--- src/inc/hub_cfg_pkg.sv ---
package hub_cfg_pkg;
  // Register offsets
  localparam logic [7:0] PROD_LEN_OFFSET = 8'h24;
  localparam logic [7:0] FEAT_CFG_OFFSET = 8'h25;
  // Reset values
  localparam logic [6:0] PROD_LEN_RESET = 7'h00;
  localparam logic [4:0] FEAT_CFG_RESET = 5'h00;
  // Feature bits that hold storage; bit 3 is reserved
  localparam logic [4:0] FEAT_CFG_MASK = 5'h17;
  // Field positions in the feature register
  localparam int FULL_DIV_BIT = 0;
  localparam int VENDOR_DIS_BIT = 1;
  localparam int SLOW_RATE_BIT = 2;
  localparam int LEGACY_BIT = 4;
  // Limits and descriptor codes
  localparam logic [6:0] PROD_LEN_MAX = 7'h40;
  localparam logic [7:0] PROD_STRING_INDEX = 8'h03;
  // I2C clock rates in kHz
  localparam int RATE_FAST_KHZ = 400;
  localparam int RATE_SLOW_KHZ = 100;

  // Register access request
  typedef struct packed {
    logic wr;
    logic [7:0] addr;
    logic [7:0] wdata;
  } reg_req_t;

  // Decoded feature controls
  typedef struct packed {
    logic legacy_speed_only_report;
    logic ss_hub_disable;
    logic two_wire_slow_rate;
    logic eeprom_slow_rate;
    logic vendor_mode_skip;
    logic all_divider_auto_charge;
  } feature_ctl_t;

  // Whole module state
  typedef struct packed {
    logic [6:0] prod_len;
    logic [4:0] feat;
    logic [7:0] rdata;
  } cfg_state_t;
endpackage

--- src/design/hub_product_string_and_feature_cfg.sv ---
`timescale 1ns/10ps
// Behaviour
// Top bit of length register and bits 7:5 of feature register read zero.
// Length zero, the reset value, means no product string offered.
// Length is seven bits in bytes; at most sixty-four bytes allowed.
// Length writable only when custom text override is set.
// Non-zero length returns that many bytes at string index 3.
// Legacy bit stops advertising 5Gbps in speeds supported field.
// Legacy bit also disables the SuperSpeed hub function.
// Feature bits read and act as OR of register and fuse bit.
// Slow-rate bit selects 100kHz for USB-to-I2C requests.
// EEPROM reads run at 400K unless fuse selects 100k.
// Vendor-mode disable bit skips vendor phone charging mode.
// Full-divider bit tries all divider modes, highest first, before DCP.
// Writes to reserved bits are ignored.
module hub_product_string_and_feature_cfg (
  input wire logic clk, // Core clock
  input wire logic sys_rst, // Synchronous reset, active high
  input hub_cfg_pkg::reg_req_t req, // Register access from EEPROM or SMBus
  input wire logic req_valid, // Access strobe
  input wire logic custom_text_override, // Custom strings option
  input wire logic [4:0] fuse_bits, // Fuse copies of feature bits
  output logic [7:0] rdata, // Read data, registered
  output logic [6:0] product_text_length, // Stored product length
  output logic prod_string_present, // Product descriptor offered
  output logic [7:0] prod_string_index, // String index for product
  output logic [6:0] prod_string_bytes, // Bytes to return
  output hub_cfg_pkg::feature_ctl_t feature_ctl // Feature controls
);
  import hub_cfg_pkg::*;

  cfg_state_t state_ff;
  cfg_state_t nxt_state;
  logic [4:0] feat_eff;
  logic wr_len;
  logic wr_feat;
  logic rd_len;
  logic rd_feat;
  logic rd_other;

  // Strobed access of one kind to one offset; shared by write and read paths
  function automatic logic hit(input reg_req_t r, input logic v, input logic wr, input logic [7:0] offset);
    hit = v && (r.wr == wr) && (r.addr == offset);
  endfunction

  // Decoded accesses
  assign wr_len = hit(req, req_valid, 1'b1, PROD_LEN_OFFSET);
  assign wr_feat = hit(req, req_valid, 1'b1, FEAT_CFG_OFFSET);
  assign rd_len = hit(req, req_valid, 1'b0, PROD_LEN_OFFSET);
  assign rd_feat = hit(req, req_valid, 1'b0, FEAT_CFG_OFFSET);
  assign rd_other = req_valid && !req.wr && !rd_len && !rd_feat;

  // Effective feature bits combine register and fuse; a stray fuse on bit 3 never leaks out
  for (genvar b = 0; b < 5; b++) begin : g_eff
    assign feat_eff[b] = FEAT_CFG_MASK[b] & (state_ff.feat[b] | fuse_bits[b]);
  end

  // Next-state: writes, clamped length, read mux
  always_comb begin
    nxt_state = state_ff;
    if (req_valid && req.wr) begin
      if (wr_len && custom_text_override) begin
        // Oversize writes clamp so the descriptor never overruns data
        if (req.wdata[6:0] > PROD_LEN_MAX) begin
          nxt_state.prod_len = PROD_LEN_MAX;
        end else begin
          nxt_state.prod_len = req.wdata[6:0];
        end
      end
      if (wr_feat) begin
        nxt_state.feat = req.wdata[4:0] & FEAT_CFG_MASK;
      end
    end
    // Reads: reserved bits return zero
    if (req_valid && !req.wr) begin
      case (req.addr)
        PROD_LEN_OFFSET: nxt_state.rdata = {1'b0, state_ff.prod_len};
        FEAT_CFG_OFFSET: nxt_state.rdata = {3'h0, feat_eff};
        default: nxt_state.rdata = 8'h00;
      endcase
    end
    if (sys_rst) begin
      nxt_state.prod_len = PROD_LEN_RESET;
      nxt_state.feat = FEAT_CFG_RESET;
      nxt_state.rdata = 8'h00;
    end
  end

  // State register
  always_ff @(posedge clk) begin
    state_ff <= nxt_state;
  end

  assign rdata = state_ff.rdata;
  assign product_text_length = state_ff.prod_len;
  assign prod_string_present = (state_ff.prod_len != 7'h00);
  assign prod_string_index = PROD_STRING_INDEX;
  assign prod_string_bytes = state_ff.prod_len;

  // Feature decode for downstream engines
  always_comb begin
    feature_ctl.legacy_speed_only_report = feat_eff[LEGACY_BIT];
    feature_ctl.ss_hub_disable = feat_eff[LEGACY_BIT];
    feature_ctl.two_wire_slow_rate = feat_eff[SLOW_RATE_BIT];
    // EEPROM rate ignores the register bit; only the fuse slows it
    feature_ctl.eeprom_slow_rate = fuse_bits[SLOW_RATE_BIT];
    feature_ctl.vendor_mode_skip = feat_eff[VENDOR_DIS_BIT];
    feature_ctl.all_divider_auto_charge = feat_eff[FULL_DIV_BIT];
  end

  // Checks: length register write path

  // Without the override a length write must leave the length alone
  a_len_ro_guard: assert property (@(posedge clk) disable iff (sys_rst)
    (req_valid && req.wr && !custom_text_override) |=> $stable(state_ff.prod_len))
    else $error("length changed without override");

  // Stored length never exceeds the descriptor limit
  a_len_max: assert property (@(posedge clk) disable iff (sys_rst)
    state_ff.prod_len <= PROD_LEN_MAX)
    else $error("length above maximum");

  // An in-range write with override lands as written
  a_len_write_lands: assert property (@(posedge clk) disable iff (sys_rst)
    (wr_len && custom_text_override && req.wdata[6:0] <= PROD_LEN_MAX) |=> product_text_length == $past(req.wdata[6:0]))
    else $error("length write lost");

  // An oversize write clamps to the limit
  a_len_clamp: assert property (@(posedge clk) disable iff (sys_rst)
    (wr_len && custom_text_override && req.wdata[6:0] > PROD_LEN_MAX) |=> product_text_length == PROD_LEN_MAX)
    else $error("length not clamped");

  // Only an allowed length write may move the length
  a_len_hold: assert property (@(posedge clk) disable iff (sys_rst)
    !(wr_len && custom_text_override) |=> $stable(state_ff.prod_len))
    else $error("length moved unasked");

  // A feature write must not touch the length
  a_len_other_write: assert property (@(posedge clk) disable iff (sys_rst)
    wr_feat |=> $stable(state_ff.prod_len))
    else $error("length hit by feature write");

  // Writing zero withdraws the product descriptor
  a_present_write: assert property (@(posedge clk) disable iff (sys_rst)
    (wr_len && custom_text_override && req.wdata[6:0] == 7'h00) |=> !prod_string_present)
    else $error("descriptor still offered");

  // Checks: length register read path

  // Top bit of the length read is always zero
  a_len_reserved_zero: assert property (@(posedge clk) disable iff (sys_rst)
    rd_len |=> rdata[7] == 1'b0)
    else $error("length top bit nonzero");

  // Length read returns the stored value
  a_len_read_value: assert property (@(posedge clk) disable iff (sys_rst)
    rd_len |=> rdata == {1'b0, $past(state_ff.prod_len)})
    else $error("length read wrong");

  // Read data only moves on a read
  a_rdata_hold: assert property (@(posedge clk) disable iff (sys_rst)
    !(req_valid && !req.wr) |=> $stable(rdata))
    else $error("read data moved");

  // Unmapped reads return zero
  a_unmapped_read: assert property (@(posedge clk) disable iff (sys_rst)
    rd_other |=> rdata == 8'h00)
    else $error("unmapped read nonzero");

  // Checks: descriptor outputs

  // Present flag follows a non-zero length
  a_present_len: assert property (@(posedge clk) disable iff (sys_rst)
    prod_string_present == (product_text_length != 7'h00))
    else $error("present flag wrong");

  // Byte count equals the stored length
  a_bytes_len: assert property (@(posedge clk) disable iff (sys_rst)
    prod_string_bytes == product_text_length)
    else $error("byte count wrong");

  // Product string always sits at its fixed index
  a_index_const: assert property (@(posedge clk) disable iff (sys_rst)
    prod_string_index == PROD_STRING_INDEX)
    else $error("string index wrong");

  // Checks: feature register write and read

  // Feature write stores only the writable bits
  a_feat_write: assert property (@(posedge clk) disable iff (sys_rst)
    wr_feat |=> state_ff.feat == ($past(req.wdata[4:0]) & FEAT_CFG_MASK))
    else $error("feature write wrong");

  // Features hold between writes
  a_feat_hold: assert property (@(posedge clk) disable iff (sys_rst)
    !wr_feat |=> $stable(state_ff.feat))
    else $error("features moved unasked");

  // Reserved bit 3 is never stored
  a_reserved_write: assert property (@(posedge clk) disable iff (sys_rst)
    wr_feat |=> state_ff.feat[3] == 1'b0)
    else $error("reserved bit stored");

  // Feature read is the OR of register and fuse
  a_feat_read_or: assert property (@(posedge clk) disable iff (sys_rst)
    rd_feat |=> rdata == {3'h0, ($past(state_ff.feat) | $past(fuse_bits)) & FEAT_CFG_MASK})
    else $error("feature read not OR of fuse");

  // Top three bits of the feature read are zero
  a_feat_top_zero: assert property (@(posedge clk) disable iff (sys_rst)
    rd_feat |=> rdata[7:5] == 3'h0)
    else $error("feature top bits nonzero");

  // Reserved bit 3 reads zero even with a stray fuse
  a_feat_reserved_read: assert property (@(posedge clk) disable iff (sys_rst)
    rd_feat |=> rdata[3] == 1'b0)
    else $error("reserved bit read nonzero");

  // Checks: feature controls

  // Both legacy controls move together
  a_legacy_both: assert property (@(posedge clk) disable iff (sys_rst)
    feature_ctl.ss_hub_disable == feature_ctl.legacy_speed_only_report)
    else $error("SS hub disable mismatch");

  // Legacy fuse alone forces the report
  a_legacy_fuse: assert property (@(posedge clk) disable iff (sys_rst)
    fuse_bits[LEGACY_BIT] |-> feature_ctl.legacy_speed_only_report)
    else $error("legacy fuse ignored");

  // Legacy register bit alone forces the report
  a_legacy_reg: assert property (@(posedge clk) disable iff (sys_rst)
    state_ff.feat[LEGACY_BIT] |-> feature_ctl.legacy_speed_only_report)
    else $error("legacy register ignored");

  // Legacy register bit disables the SuperSpeed hub
  a_ss_reg: assert property (@(posedge clk) disable iff (sys_rst)
    state_ff.feat[LEGACY_BIT] |-> feature_ctl.ss_hub_disable)
    else $error("SS hub left on");

  // EEPROM rate ignores the register bit
  a_eeprom_rate: assert property (@(posedge clk) disable iff (sys_rst)
    (state_ff.feat[SLOW_RATE_BIT] && !fuse_bits[SLOW_RATE_BIT]) |-> !feature_ctl.eeprom_slow_rate)
    else $error("EEPROM slowed by register");

  // EEPROM rate follows the fuse exactly
  a_eeprom_fuse: assert property (@(posedge clk) disable iff (sys_rst)
    feature_ctl.eeprom_slow_rate == fuse_bits[SLOW_RATE_BIT])
    else $error("EEPROM rate not fuse");

  // Slow rate is register OR fuse
  a_slow_rate: assert property (@(posedge clk) disable iff (sys_rst)
    feature_ctl.two_wire_slow_rate == (state_ff.feat[SLOW_RATE_BIT] | fuse_bits[SLOW_RATE_BIT]))
    else $error("slow rate wrong");

  // Vendor skip follows the effective bit
  a_vendor_skip: assert property (@(posedge clk) disable iff (sys_rst)
    feature_ctl.vendor_mode_skip == feat_eff[VENDOR_DIS_BIT])
    else $error("vendor skip wrong");

  // Vendor fuse alone forces the skip
  a_vendor_fuse: assert property (@(posedge clk) disable iff (sys_rst)
    fuse_bits[VENDOR_DIS_BIT] |-> feature_ctl.vendor_mode_skip)
    else $error("vendor fuse ignored");

  // Divider control follows the effective bit
  a_full_div: assert property (@(posedge clk) disable iff (sys_rst)
    feature_ctl.all_divider_auto_charge == feat_eff[FULL_DIV_BIT])
    else $error("divider wrong");

  // Divider fuse alone enables the sweep
  a_div_fuse: assert property (@(posedge clk) disable iff (sys_rst)
    fuse_bits[FULL_DIV_BIT] |-> feature_ctl.all_divider_auto_charge)
    else $error("divider fuse ignored");

  // Reset clears every register
  a_reset_clears: assert property (@(posedge clk)
    sys_rst |=> (product_text_length == 7'h00 && state_ff.feat == 5'h00 && rdata == 8'h00))
    else $error("reset left state");

  // Main scenarios
  c_len_write: cover property (@(posedge clk) wr_len && custom_text_override);
  c_len_clamp: cover property (@(posedge clk) wr_len && custom_text_override && req.wdata[6:0] > PROD_LEN_MAX);
  c_feat_read: cover property (@(posedge clk) rd_feat);
  c_fuse_or: cover property (@(posedge clk) rd_feat && fuse_bits != 5'h00);
  c_legacy_on: cover property (@(posedge clk) feature_ctl.legacy_speed_only_report);
endmodule

--- config.mk ---
export PLATFORM = sky130hd
export DESIGN_NAME = hub_product_string_and_feature_cfg
export DESIGN_NICKNAME = d
export VERILOG_FILES = /design/src/inc/hub_cfg_pkg.sv /design/src/design/hub_product_string_and_feature_cfg.sv
export SDC_FILE = /design/constraint.sdc
export NUM_CORES = 1
export LEC_CHECK = 0
export ABC_AREA = 1
export BUFFER_PORTS_ARGS = -buffer_cell sky130_fd_sc_hd__buf_2
export CAP_MARGIN = 20
export CORE_MARGIN = 1
export CORE_UTILIZATION = 43
export DETAILED_ROUTE_END_ITERATION = 8
export PLACE_DENSITY = 0.8
export SYNTH_ARGS = -nofsm -noshare
export SYNTH_HDL_FRONTEND = slang
export SYNTH_SLANG_ARGS = --single-unit
--- constraint.sdc ---
create_clock -name clk -period 1.1 [get_ports clk]
set_input_delay 0.11 -clock clk [delete_from_list [all_inputs] [get_ports clk]]
set_output_delay 0.11 -clock clk [all_outputs]
set_load 0.05 [all_outputs]
-- After elaboration in Yosys (flattened, before gate mapping)
Index checks and enable logic that the tools add are counted.
- flip-flop bits (word level): 19
- input bits: 26
- output and inout bits: 37
- word-level logic and storage cells: 21
- $lt $le $gt $ge: 1
- equality and inequality tests: 2
- mux-type cells: 2
- bitwise operators: 4
- reduce and logical (&&, ||, !) cells: 9
- operators with widths (kind ; number):
    == test 8 x 6 -> 1 bit, second input constant ; 2
    case mux 7 bit (2 select lines) ; 1
    greater-than comparator 7 bit, second input constant ; 1
    2-to-1 mux 7 bit ; 1
    nonzero test 7 bit ; 1
    logical AND 1 bit ; 5
    bitwise OR 1 bit ; 4
    AND reduction 2 bit ; 2
    logical NOT 1 bit ; 1

-- Logic depth before layout (Yosys ltp)
- depth in word-level cells: 4
- depth in mapped cells: 9
- mapped depth without buffers: 8

-- Least setup slack after synthesis
OpenSTA, ideal clock, no wires.
- path type: flip-flop to flip-flop
- start: register state_ff[12] (netlist bit)
- end: register state_ff, in the netlist rdata[4]
- setup time: 0.109 ns
- arrival: 0.988 ns
- required time: 0.991 ns
- slack: 0.003 ns
- cell stages (with the launch flop): 6
- path buffers: 0
- cell sequence: dfxtp_1 or2_2 nand3_1 nand3_1 nand2_1 inv_1
- RTL lines (item ; RTL line ; RTL):
    start: declaration ; hub_product_string_and_feature_cfg.sv:32 ; cfg_state_t state_ff;
    start signal: assignment ; hub_product_string_and_feature_cfg.sv:91 ; state_ff <= nxt_state;

-- Worst setup path in the final report
- start: register state_ff, in the netlist prod_string_bytes[6]
- end: output port prod_string_present
- longest elaborated chain between the ends: 1
- RTL lines (item ; RTL line ; RTL):
    nonzero test 7 bit ; hub_product_string_and_feature_cfg.sv:96 ; assign prod_string_present = (state_ff.prod_len != 7'h00);
    end: declaration ; hub_product_string_and_feature_cfg.sv:25 ; output logic prod_string_present,
Every way passes these cells.

==> metrics.csv <==
metric,value,unit
placed_area,0.00122,mm2
finalPower,1.34,mW
drv_slew,0,
finalWirelength,2450,um
seqCellArea,372,um2
areaGrowthSynthToFinish,26.9,%
htree_levels,1,
clk_transition_reported_paths,0.09,ns
wl_per_cell,10.8,um
track_usage,19.1,%
p_leak,0.709,nW
p_int,0.897,mW
switching_power,0.445,mW
crit_type,flip-flop to output port,
insertion_delay,0.29,ns
cts_sinks,18,
cts-root-buf,clkbuf_4,
post-route-period-util,113,%
vias,1038,
viasPerCell,4.57,
ys_seq_elements,18,
grt_start_max_net_pins,16,
std_cell_rows,18,
multi_input_area,484,um2
syn_area,0.00111,mm2
diodes,0,
final_nets,225,
fmax,806,MHz
clock_skew,0.00143,ns
crit_required,0.99,ns
fin_setup_tns,-0.234,ns
fillers,232,
synth_top_flop_cell,dfxtp_1,
cts_buffer_depth,2,
holdBufCountCts,0,
drc_errors,0,
irDropWorstVdd,0.571,mV
dieHeight,52.9,um
postSynthAreaPerCell,6.96,um2
p_seq_share,50.0,%
startpoint_type,flip-flop,
die_w,52.9,um
rsz0062_at_grt,true,
ant_nets,0,
synth.distinct_cells,22,
fin_hold_ws,0.0663,ns
ys_warn_count,0,
p_per_area,951,mW/mm2
grt_first_pass_wirelength,3860,um
maxCapViolations,0,
gr-total-overflow,0,
stdcell_count,227,
place_ws,0.0756,ns
worst_slack,-0.140,ns
coreArea,0.00245,mm2
first_pass_iters,4,
dieArea,0.00280,mm2
path_max_fanout,2,
fin_util,57.5,%
hold_path_class,input pin to flip-flop,
io_buffers,51,
cts_made_buffers,3,
arrival,1.13,ns
finalCriticalPeriod,1.24,ns
drt-initial-drc-count,17,
violations,negative setup slack,
place_congestion,0.745,
drive_gt1_share,44.7,%
antenna_found_initial,0,
hold_viol,0,
dp.cells,219,
swShare,33.2,%
ys_seq_area_share,32.4,%
synthArstFlopShare,0,%
syn_inst,160,
end_kind,output port,
num_io_pins,63,
cts_tree,built,
share_comb_of_total_power,26.4,%
dp_hpwl,1740,um
setup_violations,6,
power_frac_clock,23.6,%
first_global_vias,912,
synth_edf_count,0,
start_util,45.4,%
finish.instance_area,0.00141,mm2
status,"finished, violations left",
[worst max-delay path: stages (launching register included)]
cell,delay (ns)
dfxtp_2,0.34
nor4_2,0.24
nand2_1,0.11
buf_6,0.16
[layer usage]
| layer | vias up | wire (um) | global-route usage [%] | part of all wire [%] |
|---|---|---|---|---|
| met4 | 0 | 58 | 10.5 | 2.4 |
| li1 | 541 | - | - | - |
| met5 | - | 0 | 0 | 0 |
| met3 | 8 | 149 | 4.31 | 6.1 |
| met1 | 454 | 999 | 22.8 | 41 |
| met2 | 35 | 1240 | 31.2 | 51 |
[final timing paths]
| kind | startpoint | end | slack, ns | cells after the start |
|---|---|---|---|---|
| min reg2reg | state_ff[12] | state_ff[12] | 0.47 | 2 |
| max | prod_string_bytes[6] | prod_string_present | -0.14 | 3 |
| max reg2reg | state_ff[10] | rdata[2] | 0.06 | 6 |
| min | req[1] | state_ff[9] | 0.07 | 3 |
[sequential cells by signal, indices dropped and copies added (netlist names)]
signal / flops
prod_string_bytes: 7
rdata: 7
state_ff: 4
[power by group through the flow]
stage                     sequential, mW  combinational, mW  clock (mW)
after floorplan                    0.686              0.284           0
after CTS                          0.672              0.352       0.328
after global routing               0.674              0.379       0.364
after global placement             0.687              0.317           0
final                              0.671              0.355       0.317
after detailed placement           0.687              0.319           0
[logic make-up after synthesis]
family                 after synthesis  synth area share (%)
and+or+nand+nor                     73                  30.9
buffers and inverters               50                  28.4
DFF                                 18                  32.4
AOI/OAI and AO/OA                   17                  7.64
other                                2                 0.674
[cells in the mapped netlist (2+ instances only)]
cell type	n	area share [%]
buf_4	32	22
nand2_1	32	11
dfxtp_1	18	32
inv_1	14	4.7
a21oi_1	13	5.8
nor2_1	13	4.4
nand3_1	8	3.6
nand4_1	6	3.4
or2_2	4	2.2
nor2_2	3	1.7
o21ai_0	3	1.3
conb_1	2	0.67
nand2_2	2	1.1
nor2_4	2	2.0
[layout make-up]
cell class | instances | share of cell area (%)
timing repair buffer | 62 | 31.2
sequential | 18 | 26.3
clock buffer | 3 | 1.59
tap | 30 | 2.66
inverter | 15 | 3.99
multi-input combinational | 99 | 34.3
[layout by cell type (no fill, tap or decap), types with 8 or more instances in the layout]
cell type / instances
dfxtp_1: 9
inv_1: 14
dfxtp_2: 9
nand3_1: 8
buf_2: 31
buf_4: 21
a21oi_1: 13
conb_1: 9
nand2_1: 32
nor2_1: 13
[what timing repair did]
action / 4_1_cts / 5_1_grt
gates resized for setup: 39 / 10
endpoints found under the hold margin: 0 / 0
buffers inserted: 4 / 1
pin swaps: 6 / 1
endpoints found under the setup margin: 18 / 13
(Power assumes the default switching activity.)
